**src/asg_pkg.sv**
```systemverilog
package asg_pkg;

    // ----------------------------------------------------------------
    // Register map
    // ----------------------------------------------------------------
    localparam logic [11:0] ADDR_CAP0      = 12'h000;
    localparam logic [11:0] ADDR_CAP5      = 12'h004;
    localparam logic [11:0] ADDR_SCAP3     = 12'h008;
    localparam logic [11:0] ADDR_CTRL      = 12'h00C;
    localparam logic [11:0] ADDR_EVENTS    = 12'h010;
    localparam logic [11:0] ADDR_INV_CMD   = 12'h014;
    localparam logic [11:0] ADDR_INV_STAT  = 12'h018;

    // ----------------------------------------------------------------
    // Field positions
    // ----------------------------------------------------------------
    localparam int CAP0_ATS_BIT     = 0;
    localparam int CAP0_PRI_BIT     = 1;
    localparam int SCAP3_SECURE_ATS_COMMANDS_SUPPORTED_BIT   = 0;
    localparam int CTRL_EN_BIT      = 0;
    localparam int CTRL_SECCMD_BIT  = 1;
    localparam int EV_BADSUB_BIT    = 0;
    localparam int EV_TFORBID_BIT   = 1;
    localparam int EV_BADTREQ_BIT   = 2;
    localparam int EV_CMDERR_BIT    = 3;
    localparam int INV_SEC_BIT      = 31;
    localparam int INV_PRI_BIT      = 30;
    localparam int INVST_BUSY_BIT   = 0;
    localparam int INVST_DONE_BIT   = 1;

    // ----------------------------------------------------------------
    // Reset values and widths
    // ----------------------------------------------------------------
    localparam logic [1:0]  CTRL_RESET  = 2'h0;
    localparam int          PASID_MAX_W = 20;
    localparam int          GRANULE_LOG2_DEFAULT = 12;

    typedef enum logic [1:0] {
        ASG_CPL_OK,
        ASG_CPL_FAIL,
        ASG_CPL_UR
    } asg_cpl_t;

    typedef enum logic [1:0] {
        ASG_INV_IDLE,
        ASG_INV_SEND,
        ASG_INV_WAIT
    } asg_inv_state_t;

endpackage

```
**src/asg_gateway.sv**
```systemverilog
`timescale 1ns/1ps
// What this block does
// - Requester identity forms low stream identifier bits.
// - Substream without stage 1 aborts, logs event.
// - Substream path carries PASIDs up to twenty bits.
// - Oversized PASID is truncated, not flagged.
// - Substream valid flag accompanies every transaction.
// - No PASID means data, unprivileged access.
// - PASID execute/privileged drive instruction, privileged attributes.
// - Read-only ATS and dependent page request capability.
// - Good translation returns success with address.
// - Faulting translation returns negative completion.
// - Grant only permissions available for page.
// - Failed ATS translations record no fault event.
// - Invalidations forwarded; completion waits for responses.
// - Secure entries ignore endpoint ATS mode.
// - Invalidate and page response target Secure only with SEC_ATS_CMDS and CTRL bit 1 set.
// - Translated traffic on Secure stream aborts, logs event.
// - Secure translation request gets Unsupported Request, logged.
// - Secure request check precedes range and lookup.
// - Secure queue ATS commands advertised by capability.
// - Smallest translation unit equals smallest granule.
module asg_gateway #(
    parameter int RID_W        = 16,
    parameter int SID_W        = 24,
    parameter int SSID_W       = 20,
    parameter int OA_W         = 48,
    parameter bit ATS_IMPL     = 1'b1,
    parameter bit PRI_IMPL     = 1'b1,
    parameter bit SEC_ATS_CMDS = 1'b0,
    parameter int GRANULE_LOG2 = asg_pkg::GRANULE_LOG2_DEFAULT
) (
    input  wire logic                         pclk,
    input  wire logic                         presetn,
    // APB slave.
    input  wire logic                         psel,
    input  wire logic                         penable,
    input  wire logic                         pwrite,
    input  wire logic [11:0]                  paddr,
    input  wire logic [31:0]                  pwdata,
    output logic      [31:0]                  prdata,
    output logic                              pready,
    output logic                              pslverr,
    // Incoming transactions from the root complex.
    input  wire logic                         txn_valid,
    output logic                              txn_ready,
    input  wire logic [RID_W-1:0]             txn_rid,
    input  wire logic [SID_W-RID_W-1:0]       txn_seg,
    input  wire logic                         txn_secure,
    input  wire logic                         txn_ssid_valid,
    input  wire logic [asg_pkg::PASID_MAX_W-1:0] txn_pasid,
    input  wire logic                         txn_pasid_exe,
    input  wire logic                         txn_pasid_privileged_attr,
    input  wire logic                         txn_write,
    input  wire logic                         txn_translated,
    input  wire logic                         txn_treq,
    input  wire logic [2:0]                   txn_req_perm,
    // Configuration lookup answer for the presented stream.
    input  wire logic                         cfg_stage1,
    input  wire logic                         cfg_sid_ok,
    input  wire logic [1:0]                   cfg_endpoint_ats_mode,
    // Translation result for the presented request.
    input  wire logic                         xl_hit,
    input  wire logic [OA_W-1:0]              xl_addr,
    input  wire logic [2:0]                   xl_perm,
    // Forwarded transaction with attributes.
    output logic                              fwd_valid,
    input  wire logic                         fwd_ready,
    output logic [SID_W-1:0]                  fwd_sid,
    output logic [SSID_W-1:0]                 fwd_ssid,
    output logic                              fwd_ssid_valid,
    output logic                              fwd_instruction_attr,
    output logic                              fwd_privileged_attr,
    output logic                              fwd_write,
    output logic                              fwd_bypass,
    // Translation completion back to the root complex.
    output logic                              cpl_valid,
    input  wire logic                         cpl_ready,
    output logic [1:0]                        cpl_status,
    output logic [OA_W-1:0]                   cpl_addr,
    output logic [2:0]                        cpl_perm,
    output logic                              cpl_global,
    // Abort of a plain transaction.
    output logic                              abort_pulse,
    // Endpoint invalidation link.
    output logic                              inv_valid,
    input  wire logic                         inv_ready,
    output logic [SID_W-1:0]                  inv_sid,
    output logic                              inv_is_page_resp,
    input  wire logic                         inv_resp
);
    import asg_pkg::*;

    initial begin
        if (SSID_W < 1 || SSID_W > PASID_MAX_W || RID_W >= SID_W || SID_W > 29)
            $error("asg_gateway: unsupported width parameters");
    end

    // ----------------------------------------------------------------
    // Registers
    // ----------------------------------------------------------------
    logic [1:0]         ctrl;
    logic [3:0]         events;
    logic               inv_busy;
    logic               inv_done;
    logic [SID_W-1:0]   inv_sid_r;
    logic               inv_pr_r;
    asg_inv_state_t     inv_state;

    wire  apb_acc = psel & penable;
    wire  apb_wr  = apb_acc & pwrite;
    wire  ats_on  = ATS_IMPL & ctrl[CTRL_EN_BIT];

    assign pready  = 1'b1;
    assign pslverr = 1'b0;

    always_comb begin
        prdata = 32'h00000000;
        case (paddr)
            ADDR_CAP0: begin
                prdata[CAP0_ATS_BIT] = ATS_IMPL;
                prdata[CAP0_PRI_BIT] = ATS_IMPL & PRI_IMPL;
            end
            ADDR_CAP5:     prdata[4:0] = 5'(GRANULE_LOG2);
            ADDR_SCAP3:    prdata[SCAP3_SECURE_ATS_COMMANDS_SUPPORTED_BIT] = SEC_ATS_CMDS;
            ADDR_CTRL:     prdata[1:0] = ctrl;
            ADDR_EVENTS:   prdata[3:0] = events;
            ADDR_INV_CMD:  prdata[SID_W-1:0] = inv_sid_r;
            ADDR_INV_STAT: begin
                prdata[INVST_BUSY_BIT] = inv_busy;
                prdata[INVST_DONE_BIT] = inv_done;
            end
            default:       prdata = 32'h00000000;
        endcase
    end

    always_ff @(posedge pclk or negedge presetn) begin
        if (!presetn) begin
            ctrl <= CTRL_RESET;
        end else if (apb_wr && paddr == ADDR_CTRL) begin
            ctrl <= pwdata[1:0];
        end
    end

    // ----------------------------------------------------------------
    // Transaction classification
    // ----------------------------------------------------------------
    logic [SID_W-1:0]  sid;
    logic [SSID_W-1:0] ssid;
    logic              sec_treq;
    logic              sec_transl;
    logic              bad_sub;
    logic              ats_allowed;
    logic              busy_out;

    assign sid  = {txn_seg, txn_rid};
    assign ssid = txn_pasid[SSID_W-1:0];
    // Secure streams never see endpoint ATS mode, whatever is stored.
    assign ats_allowed = ats_on & ~txn_secure & (cfg_endpoint_ats_mode != 2'h0);
    assign sec_treq    = txn_treq & txn_secure;
    assign sec_transl  = txn_translated & txn_secure & ~txn_treq;
    assign bad_sub     = txn_ssid_valid & ~cfg_stage1;

    assign busy_out  = (cpl_valid & ~cpl_ready) | (fwd_valid & ~fwd_ready);
    assign txn_ready = ~busy_out;
    wire   take      = txn_valid & txn_ready;

    always_ff @(posedge pclk or negedge presetn) begin
        if (!presetn) begin
            cpl_valid  <= 1'b0;
            cpl_status <= 2'h0;
            cpl_addr   <= '0;
            cpl_perm   <= 3'h0;
            cpl_global <= 1'b0;
        end else if (take && txn_treq) begin
            cpl_valid  <= 1'b1;
            cpl_global <= 1'b0;
            cpl_addr   <= '0;
            cpl_perm   <= 3'h0;
            if (sec_treq) begin
                cpl_status <= ASG_CPL_UR;
            end else if (!cfg_sid_ok || !ats_allowed || bad_sub || !xl_hit
                         || (xl_perm & txn_req_perm) == 3'h0) begin
                cpl_status <= ASG_CPL_FAIL;
            end else begin
                cpl_status <= ASG_CPL_OK;
                cpl_addr   <= xl_addr;
                cpl_perm   <= xl_perm & txn_req_perm;
            end
        end else if (cpl_ready) begin
            cpl_valid <= 1'b0;
        end
    end

    always_ff @(posedge pclk or negedge presetn) begin
        if (!presetn) begin
            fwd_valid            <= 1'b0;
            fwd_sid              <= '0;
            fwd_ssid             <= '0;
            fwd_ssid_valid       <= 1'b0;
            fwd_instruction_attr <= 1'b0;
            fwd_privileged_attr  <= 1'b0;
            fwd_write            <= 1'b0;
            fwd_bypass           <= 1'b0;
        end else if (take && !txn_treq && !sec_transl && !bad_sub && cfg_sid_ok) begin
            fwd_valid            <= 1'b1;
            fwd_sid              <= sid;
            fwd_ssid_valid       <= txn_ssid_valid;
            fwd_ssid             <= txn_ssid_valid ? ssid : '0;
            fwd_instruction_attr <= txn_ssid_valid & txn_pasid_exe;
            fwd_privileged_attr  <= txn_ssid_valid & txn_pasid_privileged_attr;
            fwd_write            <= txn_write;
            fwd_bypass           <= txn_translated & ats_allowed;
        end else if (fwd_ready) begin
            fwd_valid <= 1'b0;
        end
    end

    always_ff @(posedge pclk or negedge presetn) begin
        if (!presetn) begin
            abort_pulse <= 1'b0;
        end else begin
            abort_pulse <= take & ~txn_treq & (sec_transl | bad_sub | ~cfg_sid_ok);
        end
    end

    // ----------------------------------------------------------------
    // Event flags: hardware set wins over a write-one-to-clear.
    // ----------------------------------------------------------------
    logic [3:0] ev_set;
    logic       cmd_err;

    always_comb begin
        ev_set = 4'h0;
        ev_set[EV_BADSUB_BIT]  = take & ~txn_treq & ~sec_transl & bad_sub;
        ev_set[EV_TFORBID_BIT] = take & sec_transl;
        ev_set[EV_BADTREQ_BIT] = take & sec_treq;
        ev_set[EV_CMDERR_BIT]  = cmd_err;
    end

    always_ff @(posedge pclk or negedge presetn) begin
        if (!presetn) begin
            events <= 4'h0;
        end else begin
            events <= (events & ~((apb_wr && paddr == ADDR_EVENTS) ? pwdata[3:0] : 4'h0))
                      | ev_set;
        end
    end

    // ----------------------------------------------------------------
    // Endpoint invalidation and page response forwarding
    // ----------------------------------------------------------------
    wire inv_wr  = apb_wr && paddr == ADDR_INV_CMD && !inv_busy;
    wire sec_ok  = ~pwdata[INV_SEC_BIT] | (SEC_ATS_CMDS & ctrl[CTRL_SECCMD_BIT]);
    // A Secure target is refused unless SEC_ATS_CMDS and the CTRL secure-command bit are both set.
    wire inv_bad = pwdata[SID_W] | ~sec_ok;
    assign cmd_err = inv_wr & inv_bad;

    assign inv_valid        = (inv_state == ASG_INV_SEND);
    assign inv_sid          = inv_sid_r;
    assign inv_is_page_resp = inv_pr_r;
    assign inv_busy         = (inv_state != ASG_INV_IDLE);

    always_ff @(posedge pclk or negedge presetn) begin
        if (!presetn) begin
            inv_state <= ASG_INV_IDLE;
            inv_sid_r <= '0;
            inv_pr_r  <= 1'b0;
            inv_done  <= 1'b0;
        end else begin
            case (inv_state)
                ASG_INV_IDLE: begin
                    if (inv_wr && !inv_bad) begin
                        inv_sid_r <= pwdata[SID_W-1:0];
                        inv_pr_r  <= pwdata[INV_PRI_BIT];
                        inv_done  <= 1'b0;
                        inv_state <= ASG_INV_SEND;
                    end
                end
                ASG_INV_SEND: begin
                    if (inv_ready) begin
                        inv_state <= inv_pr_r ? ASG_INV_IDLE : ASG_INV_WAIT;
                        inv_done  <= inv_pr_r;
                    end
                end
                ASG_INV_WAIT: begin
                    // Completion only once the responses have come back.
                    if (inv_resp) begin
                        inv_done  <= 1'b1;
                        inv_state <= ASG_INV_IDLE;
                    end
                end
                default: inv_state <= ASG_INV_IDLE;
            endcase
        end
    end

endmodule

```
**config.mk**
```make
export PLATFORM = sky130hd
export DESIGN_NAME = asg_gateway
export DESIGN_NICKNAME = d
export VERILOG_FILES = /design/src/asg_pkg.sv /design/src/asg_gateway.sv
export SDC_FILE = /design/constraint.sdc
export NUM_CORES = 1
export LEC_CHECK = 0
export BUFFER_PORTS_ARGS = -buffer_cell sky130_fd_sc_hd__buf_2
export CELL_PAD_IN_SITES_DETAIL_PLACEMENT = 1
export CELL_PAD_IN_SITES_GLOBAL_PLACEMENT = 2
export CORE_ASPECT_RATIO = 1.75
export CORE_MARGIN = 3
export CORE_UTILIZATION = 26
export CTS_CLUSTER_SIZE = 14
export DETAILED_ROUTE_END_ITERATION = 8
export PLACE_DENSITY = 0.85
export SETUP_SLACK_MARGIN = 0.02
export SLEW_MARGIN = 20
export SYNTH_ARGS = -nofsm -noshare
export SYNTH_HDL_FRONTEND = slang
export SYNTH_SLANG_ARGS = --single-unit
export TNS_END_PERCENT = 5
```
**constraint.sdc**
```tcl
create_clock -name pclk -period 2.6 [get_ports pclk]
set_clock_uncertainty 0.05 [all_clocks]
set_input_delay 0.13 -clock pclk [delete_from_list [all_inputs] [get_ports pclk]]
set_output_delay 0.13 -clock pclk [all_outputs]
set_load 0.01 [all_outputs]
```
==> results.tsv <==
metric	value	unit
status	finished clean	
Switching Share	27.2	%
1st-pass router iterations	4	
Yosys reg bits	139	
CP required	2.92	ns
ANT nets after route	0	
combinational share of power	18.4	%
number of flops mapped to enable cells by yosys	0	
Vias	5531	
Final Cell Area	9740	um^2
Post-synth ARST share	100	%
Total Routed Length	22200	um
max-slew violation count	0	
initial antenna violation count	0	
# diodes	0	
R2R Setup Slk	0.20	ns
I/O Buffers	314	
Clock power frac	39.0	%
Psw	1.60	mW
Setup Fix Bufs, Post-CTS	0	
kind of capture point of the worst setup path	flip-flop	
final net count	1088	
die height	206	um
die area	24800	um^2
clock sinks	139	
setup violators final	0	
crit share post-route	92.2	%
Hold Vio Cnt, Final	0	
Avg Synthesized Cell Area	12.6	um^2
Max transition margin	53.1	%
count leader, synth	dfrtp_1	
layout cells sized above 1	44.9	%
Cell Int Power	4.28	mW
Detailed Route Iter0 Violations	195	
startpoint types	flip-flop	
Least-Margin Pin Slew	0.698	ns
synthesized area	5940	um^2
Crit path arrival time	2.71	ns
max_cap viols	0	
Final Hold Slack	0.0511	ns
number of global-route vias before repair	6266	
Finished Core Util	43.8	%
CTS tree	done	
Setup TNS	0	ns
Max IR drop VDD	348	uV
register area share after synthesis	58.6	%
share of the synthesized area in the top cell type	58.6	%
top cells by count, synth	dfrtp_1 (139), mux2_2 (49), a22o_1 (48), nand2_1 (37), inv_1 (30)	
Highest Clock Rate	417	MHz
Root Driver	clkbuf_16	
sequential power share	42.6	%
Mapped Cells	472	
Hold Path Depth	3	
first-pass GRT wire length	33400	um
clock latency on the worst-skew pair	0.43	ns
Reg2Reg Depth	6	
# rows	72	
shortest period the worst path allows	2.40	ns
Yosys warning count	0	
Critical Path Fanout Max	50	
Num CTS Buffers	17	
power per cell area	604	nW/um^2
Area after DPL	7850	um^2
WL/cell	18.1	um
Layout area overhead	63.9	%
Via density	4.51	
Total GRT Usage	17.7	%
H-tree Lvls	4	
GPL Wtd Cong	0.802	
total gr overflow	0	
die boundary width	120	um
Pleak	5.15	nW
Synth area leaders	dfrtp_1 (59%), mux2_2 (9.3%), a22o_1 (7.1%)	
main flop type after synthesis	dfrtp_1	
clock slew at reported path FFs	0.06	ns
Crit Path Category	reg2reg	
Starting Density	26.7	%
RSZ-0062 raised after global routing	no	
post-synth cell types	48	
# DRC	0	
Hold WC Path Type	in2reg	
Ports	331	
cell type with the largest total area after synthesis	dfrtp_1	
total core area	22300	um^2
CTS max path bufs	2	
largest net degree at the start of global routing	69	
hpwl dp	14900	um
critical path: stages (launching register included):
cell and delay, ns:
dfrtp_1 0.39, nor2b_1 0.22, o2111ai_2 0.23, nor4_4 0.38, buf_12 0.28, a32o_1 0.20
dlygate4sd3_1 0.57
flip-flops by register name (all words and copies together), names as in the netlist, 3 cells and up:
name / flops
events: 4
fwd_ssid: 20
fwd_sid: 24
cpl_addr: 48
cpl_perm: 3
inv_sid: 24
final cells by class:
cell class,instances,area [um^2]
Multi-Input combinational cell,275,2210
Clock inverter,10,96.3
Tap cell,296,370
Clock buffer,20,457
Inverter,30,113
Fill cell,2482,12500
Sequential cell,139,3480
Timing Repair Buffer,457,3010
what timing repair did:
action,CTS,global route
resized for setup,0,2
hold endpoints to repair,198,0
endpoints found under the setup margin,0,1
hold buffers,132,0
path summary, 6_finish.rpt:
kind                                                start                   endpoint
worst max-delay path                  ctrl[0]$_DFFE_PN0P_    cpl_perm[2]$_DFFE_PN0P_
worst min-delay path                           pwdata[24]        events[3]$_DFF_PN0_
worst max register to register        ctrl[0]$_DFFE_PN0P_    cpl_perm[2]$_DFFE_PN0P_
worst min register to register  cpl_status[1]$_DFFE_PN0P_  cpl_status[1]$_DFFE_PN0P_
max in group asynchronous                         presetn    cpl_addr[0]$_DFFE_PN0P_
min in group asynchronous                         presetn     fwd_sid[4]$_DFFE_PN0P_
kinds of logic after synthesis:
logic type	synth area share [%]
flops	58.6
simple gates	9.94
mux	14.8
compound gates	10.6
buf+inv	5.20
fa+ha+maj	0.843
other cells	0.126
layer usage:
| metal | vias up | GRT usage [%] | wire length (um) |
|---|---|---|---|
| li1 | 2533 | - | - |
| met1 | 2714 | 17.6 | 8030 |
| met2 | 238 | 33.4 | 12100 |
| met3 | 46 | 4.90 | 1310 |
| met4 | 0 | 8.43 | 756 |
| met5 | - | 0 | 0 |
power by group through the flow:
stage | Combinational, mW | Sequential (mW) | Clock (mW)
after floorplan | 0.291 | 2.65 | 0
after global placement | 0.899 | 2.52 | 0
after detailed placement | 0.925 | 2.54 | 0
after CTS | 1.09 | 2.51 | 2.39
after global routing | 1.18 | 2.54 | 2.47
final | 1.08 | 2.51 | 2.29
cell usage in the layout, fill, tap and decap left out, types with 2 or more instances in the layout:
| cell | n |
|---|---|
| a21o_1 | 2 |
| nor4_1 | 3 |
| mux2i_1 | 25 |
| nor2_1 | 4 |
| nor3b_1 | 2 |
| or4_4 | 2 |
| clkbuf_8 | 2 |
| inv_1 | 30 |
| clkbuf_16 | 17 |
| mux2_4 | 5 |
| a21oi_1 | 6 |
| nand2_1 | 37 |
| nand2b_1 | 7 |
| clkinv_4 | 5 |
| nor2b_1 | 4 |
| clkinv_2 | 3 |
| conb_1 | 11 |
| and2_1 | 22 |
| a2bb2oi_1 | 2 |
| dfrtp_1 | 139 |
| a22o_1 | 48 |
| nor3_1 | 3 |
| buf_2 | 313 |
| and4_1 | 2 |
| ha_1 | 4 |
| a32o_1 | 3 |
| nand3_1 | 3 |
| or2_2 | 2 |
| buf_12 | 2 |
| o21ai_0 | 4 |
| o211ai_1 | 2 |
| mux2_2 | 49 |
| nand3b_1 | 4 |
| buf_4 | 9 |
| a211o_1 | 2 |
| dlygate4sd3_1 | 132 |
through the flow:
stage	setup slack [ns]	instances	total power, mW
final	0.203	1227	5.88
after detailed placement	0.359	1065	3.47
after global routing	0.0338	1227	6.18
after CTS	0.203	1227	5.98
after floorplan	0.543	481	2.94
after global placement	0.387	1065	3.42
(Power assumes the default switching activity.)
